==> config.mk <==
export PLATFORM = sky130hd
export DESIGN_NAME = csm_ctrl
export DESIGN_NICKNAME = d
export VERILOG_FILES = /design/src/verilog/csm_pkg.sv /design/src/verilog/csm_sync.sv /design/src/verilog/csm_ctrl.sv
export SDC_FILE = /design/constraint.sdc
export NUM_CORES = 1
export LEC_CHECK = 0
export ABC_AREA = 1
export BUFFER_PORTS_ARGS = -buffer_cell sky130_fd_sc_hd__buf_2
export CAP_MARGIN = 20
export CORE_UTILIZATION = 52
export CTS_BUF_LIST = sky130_fd_sc_hd__clkbuf_4 sky130_fd_sc_hd__clkbuf_8 sky130_fd_sc_hd__clkbuf_16
export DETAILED_ROUTE_END_ITERATION = 12
export PLACE_DENSITY = 0.87
export SYNTH_ARGS = -nofsm -noshare
export SYNTH_HDL_FRONTEND = slang
export SYNTH_SLANG_ARGS = --single-unit
==> constraint.sdc <==
create_clock -name CLOCK_I -period 1.78 [get_ports CLOCK_I]
set_clock_uncertainty 0.2 [all_clocks]
set_input_delay 0.089 -clock CLOCK_I [delete_from_list [all_inputs] [get_ports CLOCK_I]]
set_output_delay 0.089 -clock CLOCK_I [all_outputs]
set_load 0.03 [all_outputs]
==> src/verilog/csm_pkg.sv <==
// constants and types for the cascaded converter mode control
package csm_pkg;
  // ---------------------------------------------------------------
  // register map (word index on the plain register port)
  // ---------------------------------------------------------------
  localparam int          ADDR_W        = 4;
  localparam logic [3:0]  ADR_HW_CTRL0  = 4'h0;
  localparam logic [3:0]  ADR_CONV_STAT = 4'h1;
  localparam logic [3:0]  ADR_STAT_CLR  = 4'h2;
  localparam logic [3:0]  ADR_IRQ_EN    = 4'h3;
  localparam logic [3:0]  ADR_STATE     = 4'h4;
  // hardware_control_word_zero fields
  localparam int          CTL_BOOST_EN  = 0;
  localparam int          CTL_BOOST_V   = 1;
  localparam int          CTL_PWM_AUTO  = 3;
  localparam int          CTL_PWM_BY_WK = 4;
  localparam int          CTL_IO_OV_RST = 5;
  localparam int          CTL_TLAG      = 6;
  localparam logic [7:0]  CTL_RESET     = 8'h00;
  // converter_status_register bits
  localparam int          NSTAT         = 8;
  localparam int          ST_SW_OPEN    = 0;
  localparam int          ST_SW_SHORT   = 1;
  localparam int          ST_BST_OPEN   = 2;
  localparam int          ST_BST_SHORT  = 3;
  localparam int          ST_GND_LOSS   = 4;
  localparam int          ST_BOOST_ACT  = 5;
  localparam int          ST_CMD_FAULT  = 6;
  localparam int          ST_PFM_PWM    = 7;
  // ---------------------------------------------------------------
  // timing
  // ---------------------------------------------------------------
  localparam int          CLK_HZ        = 25_000_000;
  localparam int          SW_HZ         = 2_000_000;
  localparam int          SW_PERIOD     = CLK_HZ / SW_HZ;
  localparam logic [7:0]  SW_LAST       = 8'(SW_PERIOD - 1);
  localparam logic [7:0]  SS_DUTY_MIN   = 8'h10;
  localparam logic [7:0]  SS_DUTY_STEP  = 8'h08;
  localparam logic [7:0]  SS_HOLD_PER   = 8'h08;
  localparam logic [7:0]  SS_STEP_PER   = 8'h04;
  localparam logic [7:0]  DUTY_FULL     = 8'hff;
  localparam logic [15:0] TLAG_UNIT     = 16'h0040;
  // ---------------------------------------------------------------
  // types
  // ---------------------------------------------------------------
  typedef enum logic [2:0] {
    M_NORMAL, M_STOP, M_RESTART, M_SLEEP, M_FAILSAFE
  } csm_mode_t;
  typedef enum logic [1:0] {
    SS_OFF, SS_HOLD, SS_RAMP, SS_CLOSED
  } csm_ss_t;
endpackage : csm_pkg

==> src/verilog/csm_sync.sv <==
// two-stage synchroniser for asynchronous pin levels
`timescale 1ns/1ps
`default_nettype none
module csm_sync #(
  parameter int W = 1
) (
  input  wire logic         clock_i,
  input  wire logic         reset_n_i,
  input  wire logic [W-1:0] async_i,
  output logic      [W-1:0] sync_o
);
  typedef struct packed {
    logic [W-1:0] s1;
    logic [W-1:0] s2;
  } csm_sync_st_t;

  csm_sync_st_t r_q;
  csm_sync_st_t r_d;

  always_comb begin
    r_d    = r_q;
    r_d.s1 = async_i;
    r_d.s2 = r_q.s1;
  end

  always_ff @(posedge clock_i) begin
    if (!reset_n_i) begin
      r_q <= '0;
    end else begin
      r_q <= r_d;
    end
  end

  assign sync_o = r_q.s2;
endmodule : csm_sync
`default_nettype wire

==> src/verilog/csm_ctrl.sv <==
// mode gating, soft start and status for the boost/buck converter pair
// Function
// (RL1) both converters run in normal, stop, restart; off in sleep and fail-safe
// (RL2) buck uses fixed pwm in normal, restart; in stop only after transition
// (RL3) entering stop switches buck to pfm automatically
// (RL4) soft start at power-up and on sleep or fail-safe to restart
// (RL5) soft start opens loop at minimum duty for limited periods
// (RL6) ramp duty by fixed step, limited periods each, until target reached
// (RL7) at target close the loop and follow loop duty in pwm
// (RL8) pwm duty may saturate at full on-time with low input
// (RL9) switch node open/short recorded; status causes no mode change
// (RL10) status flags boost pin open/short and lost ground
// (RL11) software enables boost by register bit in normal mode
// (RL12) four boost voltage settings; selection fixes turn-on threshold
// (RL13) enabled boost stays usable in stop and restart
// (RL14) boost on below threshold, off above threshold plus hysteresis
// (RL15) step-up active flag set when boost actually switched on
// (RL16) voltage selection change while enabled is discarded, fault flag set
// (RL17) io overvoltage drives fail output only with enable bit and pin open
// (RL18) boost switches at fixed frequency in pwm
// (RL19) soft start duty, step and periods are design constants
`timescale 1ns/1ps
`default_nettype none
module csm_ctrl (
  input  wire logic                       CLOCK_I,
  input  wire logic                       RESET_N_I,
  input  wire logic [csm_pkg::ADDR_W-1:0] ADDR_I,
  input  wire logic [7:0]                 WDATA_I,
  input  wire logic                       WR_I,
  input  wire logic                       RD_I,
  output logic      [7:0]                 RDATA_O,
  input  wire csm_pkg::csm_mode_t         MODE_I,
  input  wire logic                       STOP_CMD_I,
  input  wire logic [7:0]                 LOOP_DUTY_I,
  input  wire logic                       VOUT_OK_I,
  input  wire logic                       PFM_OVER_I,
  input  wire logic                       WAKE_PIN_I,
  input  wire logic                       VS_BELOW_TH_I,
  input  wire logic                       VS_ABOVE_HYST_I,
  input  wire logic                       SW_OPEN_I,
  input  wire logic                       SW_SHORT_I,
  input  wire logic                       BST_OPEN_I,
  input  wire logic                       BST_SHORT_I,
  input  wire logic                       GND_LOSS_I,
  input  wire logic                       IO_OV_I,
  input  wire logic                       PWR_CFG_OPEN_I,
  output logic                            BUCK_EN_O,
  output logic                            BUCK_PWM_O,
  output logic      [7:0]                 BUCK_DUTY_O,
  output logic                            BUCK_SW_TICK_O,
  output logic                            BOOST_ON_O,
  output logic      [1:0]                 BOOST_VSEL_O,
  output logic                            BOOST_SW_TICK_O,
  output logic                            FAIL_O,
  output logic                            IRQ_O
);
  // ---------------------------------------------------------------
  // pin synchronisers
  // ---------------------------------------------------------------
  localparam int NPIN = 12;
  logic [NPIN-1:0] pin_s;
  logic vout_ok_s, pfm_over_s, wake_s, vs_low_s, vs_high_s;
  logic sw_open_s, sw_short_s, bst_open_s, bst_short_s, gnd_s, io_ov_s, pwr_cfg_s;

  csm_sync #(.W(NPIN)) u_sync (
    .clock_i   (CLOCK_I),
    .reset_n_i (RESET_N_I),
    .async_i   ({VOUT_OK_I, PFM_OVER_I, WAKE_PIN_I, VS_BELOW_TH_I, VS_ABOVE_HYST_I,
                 SW_OPEN_I, SW_SHORT_I, BST_OPEN_I, BST_SHORT_I, GND_LOSS_I,
                 IO_OV_I, PWR_CFG_OPEN_I}),
    .sync_o    (pin_s)
  );

  assign {vout_ok_s, pfm_over_s, wake_s, vs_low_s, vs_high_s,
          sw_open_s, sw_short_s, bst_open_s, bst_short_s, gnd_s,
          io_ov_s, pwr_cfg_s} = pin_s;

  // ---------------------------------------------------------------
  // state
  // ---------------------------------------------------------------
  typedef struct packed {
    csm_pkg::csm_mode_t  mode_prev;
    csm_pkg::csm_ss_t    ss;
    logic [7:0]          sw_cnt;
    logic                sw_tick;
    logic [7:0]          per_cnt;
    logic [7:0]          duty;
    logic                stop_pwm;
    logic [15:0]         tlag_cnt;
    logic                tlag_done;
    logic                buck_pwm;
    logic                boost_on;
    logic                fail;
    logic [7:0]          ctrl;
    logic [7:0]          stat;
    logic [7:0]          irq_en;
    logic [7:0]          rdata;
  } csm_st_t;

  csm_st_t r_q;
  csm_st_t r_d;

  logic             active;
  logic [7:0]       ev;
  logic [8:0]       duty_sum;
  logic [15:0]      tlag_len;

  always_comb begin
    r_d      = r_q;
    ev       = '0;
    duty_sum = '0;
    tlag_len = '0;
    active   = (MODE_I == csm_pkg::M_NORMAL) || (MODE_I == csm_pkg::M_STOP) ||
               (MODE_I == csm_pkg::M_RESTART);                            // RL1
    r_d.mode_prev = MODE_I;

    // -------------------------------------------------------------
    // switching period divider, shared by both stages
    // -------------------------------------------------------------
    r_d.sw_tick = 1'b0;
    if (!active) begin
      r_d.sw_cnt = '0;
    end else if (r_q.sw_cnt == csm_pkg::SW_LAST) begin
      r_d.sw_cnt  = '0;
      r_d.sw_tick = 1'b1;                                                 // RL18
    end else begin
      r_d.sw_cnt = r_q.sw_cnt + 8'h01;
    end

    // -------------------------------------------------------------
    // soft start sequencer
    // -------------------------------------------------------------
    case (r_q.ss)
      csm_pkg::SS_OFF: begin
        // any way out of an off mode ends in restart, so ramp again
        if (active) begin
          r_d.ss      = csm_pkg::SS_HOLD;                                 // RL4
          r_d.duty    = csm_pkg::SS_DUTY_MIN;
          r_d.per_cnt = '0;
        end
      end
      csm_pkg::SS_HOLD: begin
        r_d.duty = csm_pkg::SS_DUTY_MIN;                                  // RL5
        if (r_q.sw_tick) begin
          if (r_q.per_cnt == csm_pkg::SS_HOLD_PER - 8'h01) begin
            r_d.ss      = csm_pkg::SS_RAMP;                               // RL19
            r_d.per_cnt = '0;
          end else begin
            r_d.per_cnt = r_q.per_cnt + 8'h01;
          end
        end
      end
      csm_pkg::SS_RAMP: begin
        if (vout_ok_s) begin
          r_d.ss = csm_pkg::SS_CLOSED;                                    // RL7
        end else if (r_q.sw_tick) begin
          if (r_q.per_cnt == csm_pkg::SS_STEP_PER - 8'h01) begin
            r_d.per_cnt = '0;
            duty_sum    = {1'b0, r_q.duty} + {1'b0, csm_pkg::SS_DUTY_STEP};
            r_d.duty    = duty_sum[8] ? csm_pkg::DUTY_FULL : duty_sum[7:0]; // RL6
          end else begin
            r_d.per_cnt = r_q.per_cnt + 8'h01;
          end
        end
      end
      csm_pkg::SS_CLOSED: begin
        // loop duty passes unclamped so full on-time is reachable
        r_d.duty = LOOP_DUTY_I;                                           // RL7 RL8
      end
      default: begin
        r_d.ss = csm_pkg::SS_OFF;
      end
    endcase
    if (!active) begin
      r_d.ss   = csm_pkg::SS_OFF;                                         // RL1
      r_d.duty = '0;
    end

    // -------------------------------------------------------------
    // buck modulation per mode
    // -------------------------------------------------------------
    tlag_len = csm_pkg::TLAG_UNIT *
               {14'h0000, r_q.ctrl[csm_pkg::CTL_TLAG +: 2]} + csm_pkg::TLAG_UNIT;
    if ((MODE_I == csm_pkg::M_STOP) &&
        ((r_q.mode_prev != csm_pkg::M_STOP) || STOP_CMD_I)) begin
      // fresh stop entry or repeated stop command: back to pfm
      r_d.stop_pwm  = 1'b0;                                               // RL3
      r_d.tlag_cnt  = '0;
      r_d.tlag_done = 1'b0;
    end else if (MODE_I == csm_pkg::M_STOP) begin
      if (!r_q.tlag_done) begin
        if (r_q.tlag_cnt == tlag_len - 16'h0001) begin
          r_d.tlag_done = 1'b1;
        end else begin
          r_d.tlag_cnt = r_q.tlag_cnt + 16'h0001;
        end
      end
      if (r_q.ctrl[csm_pkg::CTL_PWM_AUTO] && r_q.tlag_done && pfm_over_s &&
          !r_q.stop_pwm) begin
        r_d.stop_pwm        = 1'b1;                                       // RL2
        ev[csm_pkg::ST_PFM_PWM] = 1'b1;
      end
    end else begin
      r_d.stop_pwm = 1'b0;
    end
    case (MODE_I)
      csm_pkg::M_NORMAL,
      csm_pkg::M_RESTART: r_d.buck_pwm = 1'b1;                            // RL2
      csm_pkg::M_STOP: begin
        if (r_q.mode_prev != csm_pkg::M_STOP) begin
          r_d.buck_pwm = 1'b0;                                            // RL3
        end else if (r_q.ctrl[csm_pkg::CTL_PWM_AUTO]) begin
          r_d.buck_pwm = r_d.stop_pwm;                                    // RL2
        end else if (r_q.ctrl[csm_pkg::CTL_PWM_BY_WK]) begin
          r_d.buck_pwm = wake_s;                                          // RL2
        end else begin
          r_d.buck_pwm = 1'b0;                                            // RL3
        end
      end
      default: r_d.buck_pwm = 1'b0;
    endcase

    // -------------------------------------------------------------
    // boost hysteretic enable
    // -------------------------------------------------------------
    if (!active || !r_q.ctrl[csm_pkg::CTL_BOOST_EN]) begin
      r_d.boost_on = 1'b0;                                                // RL1
    end else if (vs_low_s) begin
      r_d.boost_on = 1'b1;                                                // RL13 RL14
    end else if (vs_high_s) begin
      r_d.boost_on = 1'b0;                                                // RL14
    end
    ev[csm_pkg::ST_BOOST_ACT] = r_q.boost_on;                             // RL15

    // -------------------------------------------------------------
    // fail output from io overvoltage
    // -------------------------------------------------------------
    r_d.fail = io_ov_s && r_q.ctrl[csm_pkg::CTL_IO_OV_RST] && pwr_cfg_s;  // RL17

    // -------------------------------------------------------------
    // register port
    // -------------------------------------------------------------
    ev[csm_pkg::ST_SW_OPEN]   = sw_open_s;                                // RL9
    ev[csm_pkg::ST_SW_SHORT]  = sw_short_s;                               // RL9
    ev[csm_pkg::ST_BST_OPEN]  = bst_open_s;                               // RL10
    ev[csm_pkg::ST_BST_SHORT] = bst_short_s;                              // RL10
    ev[csm_pkg::ST_GND_LOSS]  = gnd_s;                                    // RL10
    if (WR_I) begin
      case (ADDR_I)
        csm_pkg::ADR_HW_CTRL0: begin
          if (r_q.ctrl[csm_pkg::CTL_BOOST_EN] &&
              (WDATA_I[csm_pkg::CTL_BOOST_V +: 2] !=
               r_q.ctrl[csm_pkg::CTL_BOOST_V +: 2])) begin
            // whole command dropped, not just the voltage field
            ev[csm_pkg::ST_CMD_FAULT] = 1'b1;                             // RL16
          end else begin
            r_d.ctrl = WDATA_I;                                           // RL12
            // enabling only takes in normal; clearing always allowed
            if (MODE_I != csm_pkg::M_NORMAL) begin
              r_d.ctrl[csm_pkg::CTL_BOOST_EN] = WDATA_I[csm_pkg::CTL_BOOST_EN] &
                                                r_q.ctrl[csm_pkg::CTL_BOOST_EN]; // RL11
            end
          end
        end
        csm_pkg::ADR_STAT_CLR: r_d.stat = r_q.stat & ~WDATA_I;
        csm_pkg::ADR_IRQ_EN:   r_d.irq_en = WDATA_I;
        default: begin
        end
      endcase
    end
    // set beats clear; status never feeds back into mode or config
    r_d.stat = r_d.stat | ev;                                             // RL9

    r_d.rdata = '0;
    if (RD_I) begin
      case (ADDR_I)
        csm_pkg::ADR_HW_CTRL0:  r_d.rdata = r_q.ctrl;
        csm_pkg::ADR_CONV_STAT: r_d.rdata = r_q.stat;
        csm_pkg::ADR_IRQ_EN:    r_d.rdata = r_q.irq_en;
        csm_pkg::ADR_STATE:     r_d.rdata = {r_q.ss, r_q.buck_pwm, r_q.boost_on,
                                             r_q.fail, active, 2'b00};
        default:                r_d.rdata = '0;
      endcase
    end
  end

  always_ff @(posedge CLOCK_I) begin
    if (!RESET_N_I) begin
      r_q           <= '0;
      r_q.mode_prev <= csm_pkg::M_SLEEP;
      r_q.ss        <= csm_pkg::SS_OFF;
      r_q.ctrl      <= csm_pkg::CTL_RESET;
    end else begin
      r_q <= r_d;
    end
  end

  // ---------------------------------------------------------------
  // outputs
  // ---------------------------------------------------------------
  assign RDATA_O         = r_q.rdata;
  assign BUCK_EN_O       = r_q.ss != csm_pkg::SS_OFF;
  assign BUCK_PWM_O      = r_q.buck_pwm;
  assign BUCK_DUTY_O     = r_q.duty;
  assign BUCK_SW_TICK_O  = r_q.sw_tick & r_q.buck_pwm;
  assign BOOST_ON_O      = r_q.boost_on;
  assign BOOST_VSEL_O    = r_q.ctrl[csm_pkg::CTL_BOOST_V +: 2];           // RL12
  assign BOOST_SW_TICK_O = r_q.sw_tick & r_q.boost_on;                    // RL18
  assign FAIL_O          = r_q.fail;
  assign IRQ_O           = |(r_q.stat & r_q.irq_en);
endmodule : csm_ctrl
`default_nettype wire

==> impl_metrics.ini <==
[cts]
tritoncts = done
clock_path_buffers = 2
cts_htree_levels = 3
clkTransAtPathRegs_ns = 0.13
clkLatencyLatePin_ns = 0.40
clock_tree.root_cell = sky130_fd_sc_hd__clkbuf_8
clock_sink_count = 107
cts_post_setup_buffers_inserted = 0
number_of_clock_buffers_inserted_by_tritoncts = 9

[finish]
fill_cells = 708
layout.cell_area.non_filler_um2 = 6330
insertedDiodeCount = 0
drive_gt1_share_pct = 18.0
final-seq-area_um2 = 2150
syn_to_final_growth_pct = 25.5
layout.nets = 885
multi_input_comb_area_um2 = 2290

[die]
core_area_um2 = 9330
num_rows = 35
die_height_um = 100
pin_count = 65
fp.dieW_um = 100
initial_utilization_pct = 54.1
fp.dieArea_um2 = 10100

[route]
detail_route.drc_violations = 0
vias_per_cell = 5.14
detail_route.iter0.violations = 405
number_of_optimization_iterations_in_the_first_detailed_route_pass = 5
drt-wirelength-per-cell_um = 13.3
vias = 4989
ant_nets = 0
postRouteWirelength_mm = 12.9

[timing]
post-route-min-period_ns = 1.85
whs_ns = 0.0694
setup_violations = 1
worst_tran_pin_value_ns = 0.364
max_freq_mhz = 541
slew_violations = 0
slew-limit-headroom_pct = 75.7
timing.final.crit_share_pct = 104
rsz0062_at_grt = yes
report.final.hold_viol_count = 0
timing.setup.tns_ns = -0.0697
final.setup.worst_slack_ns = -0.0697

[worst_setup_path]
arr_time_crit_path_ns = 1.56
crit_path_max_fanout = 3
end_kind = output pin
worst-setup-path-type = reg -> out
critical_path_required_ns = 1.49
critical_path.startpoint_type = register
rr_startpoint = BOOST_VSEL_O[0]$_SDFFE_PN0P_
crit_path_start = r_q[19]$_SDFF_PN0_

[status]
violations = setup timing
run_status = finished, violations left

[synth]
mapped_nets = 761
unique_masters_post_synth = 37
post_synthesis_cell_area_um2 = 5040
ys_seq_elements = 107
postSynthAreaPerCell_um2 = 7.09
seq_area_frac_synth_pct = 42.5
syn_inst = 712
synth_warnings = 0

[min_path]
hold_path_class = in -> reg
hold_path_startpoint = ADDR_I[0]

[flow_run]
max_cap_violations = 0

[placement]
dp_hpwl_mm = 7.93
io_buffer_count = 64
routabilityCongestion = 0.919
placement.cell_area_um2 = 5560
place_worst_setup_slack_ns = -0.00112

[grt]
gr-total-overflow = 0
grt.total_usage_pct = 26.4
largest_net_degree_at_the_start_of_global_routing = 47
number_of_antenna_violations_at_the_first_check_in_global_routing = 0
first_global_vias = 4651
grt_pass1_wl_mm = 20.9

[power]
total_leakage_power_nw = 2.85
final_power_mw = 4.72
irDropWorstVdd_v = 0.000516
power_density_nw_per_um2 = 746
-- routing by layer --
metal	part of all wire [%]	GRT usage (%)	vias to the layer above
met4	3.8	10.0	0
li1	-	-	2482
met1	40	30.3	2261
met5	0	0	-
met2	50	47.6	195
met3	6.1	5.89	51
-- path summary, 6_finish.rpt --
check	end	slack, ns	cells after the start
setup / recovery	IRQ_O	-0.07	5
hold / removal	r_q[13]$_SDFFE_PN0P_	0.07	6
setup reg to reg	r_q[24]$_SDFFE_PN0P_	0.06	7
hold reg to reg	u_sync.sync_o[11]$_SDFF_PN0_	0.22	2
-- kinds of logic after synthesis --
kind of cell	count (synthesis)	synth area share (%)
and+or+nand+nor	307	26.1
xor gates and xnor gates	16	2.78
AOI/OAI and AO/OA	124	13.6
buffers and inverters	149	12.8
DFF	107	42.5
adders and majority gates	9	2.23
-- cell usage after synthesis --
cell type | n | share of area, %
sky130_fd_sc_hd__buf_12 | 1 | 0.40
sky130_fd_sc_hd__ha_1 | 9 | 2.2
sky130_fd_sc_hd__o22ai_1 | 11 | 1.4
sky130_fd_sc_hd__nand2_1 | 155 | 12
sky130_fd_sc_hd__xnor2_1 | 5 | 0.87
sky130_fd_sc_hd__a21oi_1 | 54 | 5.4
sky130_fd_sc_hd__nand3_1 | 38 | 3.8
sky130_fd_sc_hd__nor3_1 | 2 | 0.20
sky130_fd_sc_hd__o21ai_0 | 43 | 4.3
sky130_fd_sc_hd__o2bb2ai_1 | 2 | 0.35
sky130_fd_sc_hd__nor4_1 | 1 | 0.12
sky130_fd_sc_hd__buf_1 | 1 | 0.074
sky130_fd_sc_hd__nor2_2 | 4 | 0.50
sky130_fd_sc_hd__or2_0 | 1 | 0.12
sky130_fd_sc_hd__a21oi_2 | 5 | 0.87
sky130_fd_sc_hd__nor2_1 | 83 | 6.2
sky130_fd_sc_hd__inv_2 | 6 | 0.45
sky130_fd_sc_hd__inv_1 | 112 | 8.3
sky130_fd_sc_hd__buf_4 | 18 | 2.7
sky130_fd_sc_hd__o211ai_1 | 1 | 0.15
sky130_fd_sc_hd__o21ai_2 | 1 | 0.17
sky130_fd_sc_hd__a21boi_0 | 1 | 0.15
sky130_fd_sc_hd__xor2_1 | 11 | 1.9
sky130_fd_sc_hd__nand2_8 | 1 | 0.40
sky130_fd_sc_hd__a221oi_1 | 1 | 0.17
sky130_fd_sc_hd__dfxtp_1 | 107 | 42
sky130_fd_sc_hd__o221ai_1 | 2 | 0.35
sky130_fd_sc_hd__nand2_2 | 4 | 0.50
sky130_fd_sc_hd__nand4_1 | 12 | 1.5
sky130_fd_sc_hd__nand3b_1 | 2 | 0.30
sky130_fd_sc_hd__buf_2 | 3 | 0.30
sky130_fd_sc_hd__o31ai_1 | 2 | 0.30
sky130_fd_sc_hd__nor3_2 | 1 | 0.20
sky130_fd_sc_hd__a31oi_1 | 1 | 0.12
sky130_fd_sc_hd__clkbuf_1 | 8 | 0.60
sky130_fd_sc_hd__nand3_4 | 1 | 0.35
sky130_fd_sc_hd__nor2_4 | 2 | 0.45
-- flip-flops by register name (all words and copies together), names as in the netlist --
signal / cells
FAIL_O: 1
BUCK_DUTY_O: 8
BUCK_PWM_O: 1
u_sync.sync_o: 12
BOOST_VSEL_O: 2
BOOST_ON_O: 1
r_q: 62
RDATA_O: 8
u_sync.r_d: 12
-- area by class of cell --
type | instances | share of cell area [%]
multi-input cells | 456 | 36.2
well taps | 129 | 2.55
flip-flops and latches | 107 | 33.9
clock buffers | 9 | 1.96
clock inverters | 7 | 1.56
inverters | 118 | 7.03
repair buffers | 144 | 16.8
-- report_power, final --
| part | switching [mW] | total, mW | internal [mW] |
|---|---|---|---|
| clock | 1.02 | 1.63 | 0.606 |
| combinational | 0.336 | 0.595 | 0.259 |
| sequential | 0.0398 | 2.50 | 2.46 |
| total | 1.40 | 4.72 | 3.33 |
-- per-stage QoR --
step / utilization, % / instances
2_1_floorplan: - / 712
3_3_place_gp: 59.6 / 904
3_5_place_dp: 59.6 / 904
4_1_cts: 67.6 / 970
5_1_grt: 67.9 / 970
6_report: 67.9 / 970
-- worst max-delay path: stages, from the launching register on --
cell,delay (ns)
sky130_fd_sc_hd__dfxtp_2,0.36
sky130_fd_sc_hd__nand2_1,0.07
sky130_fd_sc_hd__o21ai_1,0.12
sky130_fd_sc_hd__a221oi_2,0.29
sky130_fd_sc_hd__o211ai_1,0.14
sky130_fd_sc_hd__buf_4,0.19
-- repair_timing --
| item | in CTS | in global routing |
|---|---|---|
| endpoints found under the setup margin | 6 | 31 |
| gates cloned | 0 | 0 |
| resized for setup | 7 | 16 |
| hold endpoints to repair | 72 | 0 |
| pin swaps | 1 | 3 |
| hold buffers | 50 | 0 |
-- placed cells by master, fill, tap and decap left out, types with 2 or more instances in the layout --
cell,netlist,routed
sky130_fd_sc_hd__nand3b_1,2,2
sky130_fd_sc_hd__inv_12,0,3
sky130_fd_sc_hd__buf_2,3,63
sky130_fd_sc_hd__a21oi_1,54,53
sky130_fd_sc_hd__buf_4,18,30
sky130_fd_sc_hd__nor3_1,2,2
sky130_fd_sc_hd__a21oi_2,5,6
sky130_fd_sc_hd__nand2_2,4,6
sky130_fd_sc_hd__o221ai_1,2,2
sky130_fd_sc_hd__inv_2,6,7
sky130_fd_sc_hd__ha_2,0,4
sky130_fd_sc_hd__inv_1,112,110
sky130_fd_sc_hd__dfxtp_1,107,104
sky130_fd_sc_hd__nor2_2,4,5
sky130_fd_sc_hd__dlygate4sd3_1,0,50
sky130_fd_sc_hd__o31ai_1,2,2
sky130_fd_sc_hd__inv_8,0,3
sky130_fd_sc_hd__o2bb2ai_1,2,2
sky130_fd_sc_hd__o21ai_1,0,4
sky130_fd_sc_hd__o21ai_0,43,39
sky130_fd_sc_hd__dfxtp_2,0,2
sky130_fd_sc_hd__nor2_1,83,82
sky130_fd_sc_hd__clkbuf_8,0,9
sky130_fd_sc_hd__o22ai_1,11,11
sky130_fd_sc_hd__xnor2_1,5,5
sky130_fd_sc_hd__nor2_4,2,2
sky130_fd_sc_hd__ha_1,9,5
sky130_fd_sc_hd__nand4_1,12,12
sky130_fd_sc_hd__nand3_2,0,2
sky130_fd_sc_hd__xor2_1,11,11
sky130_fd_sc_hd__nand3_1,38,36
sky130_fd_sc_hd__nand2_1,155,153
No activity file was read; power rests on OpenSTA's default activity.
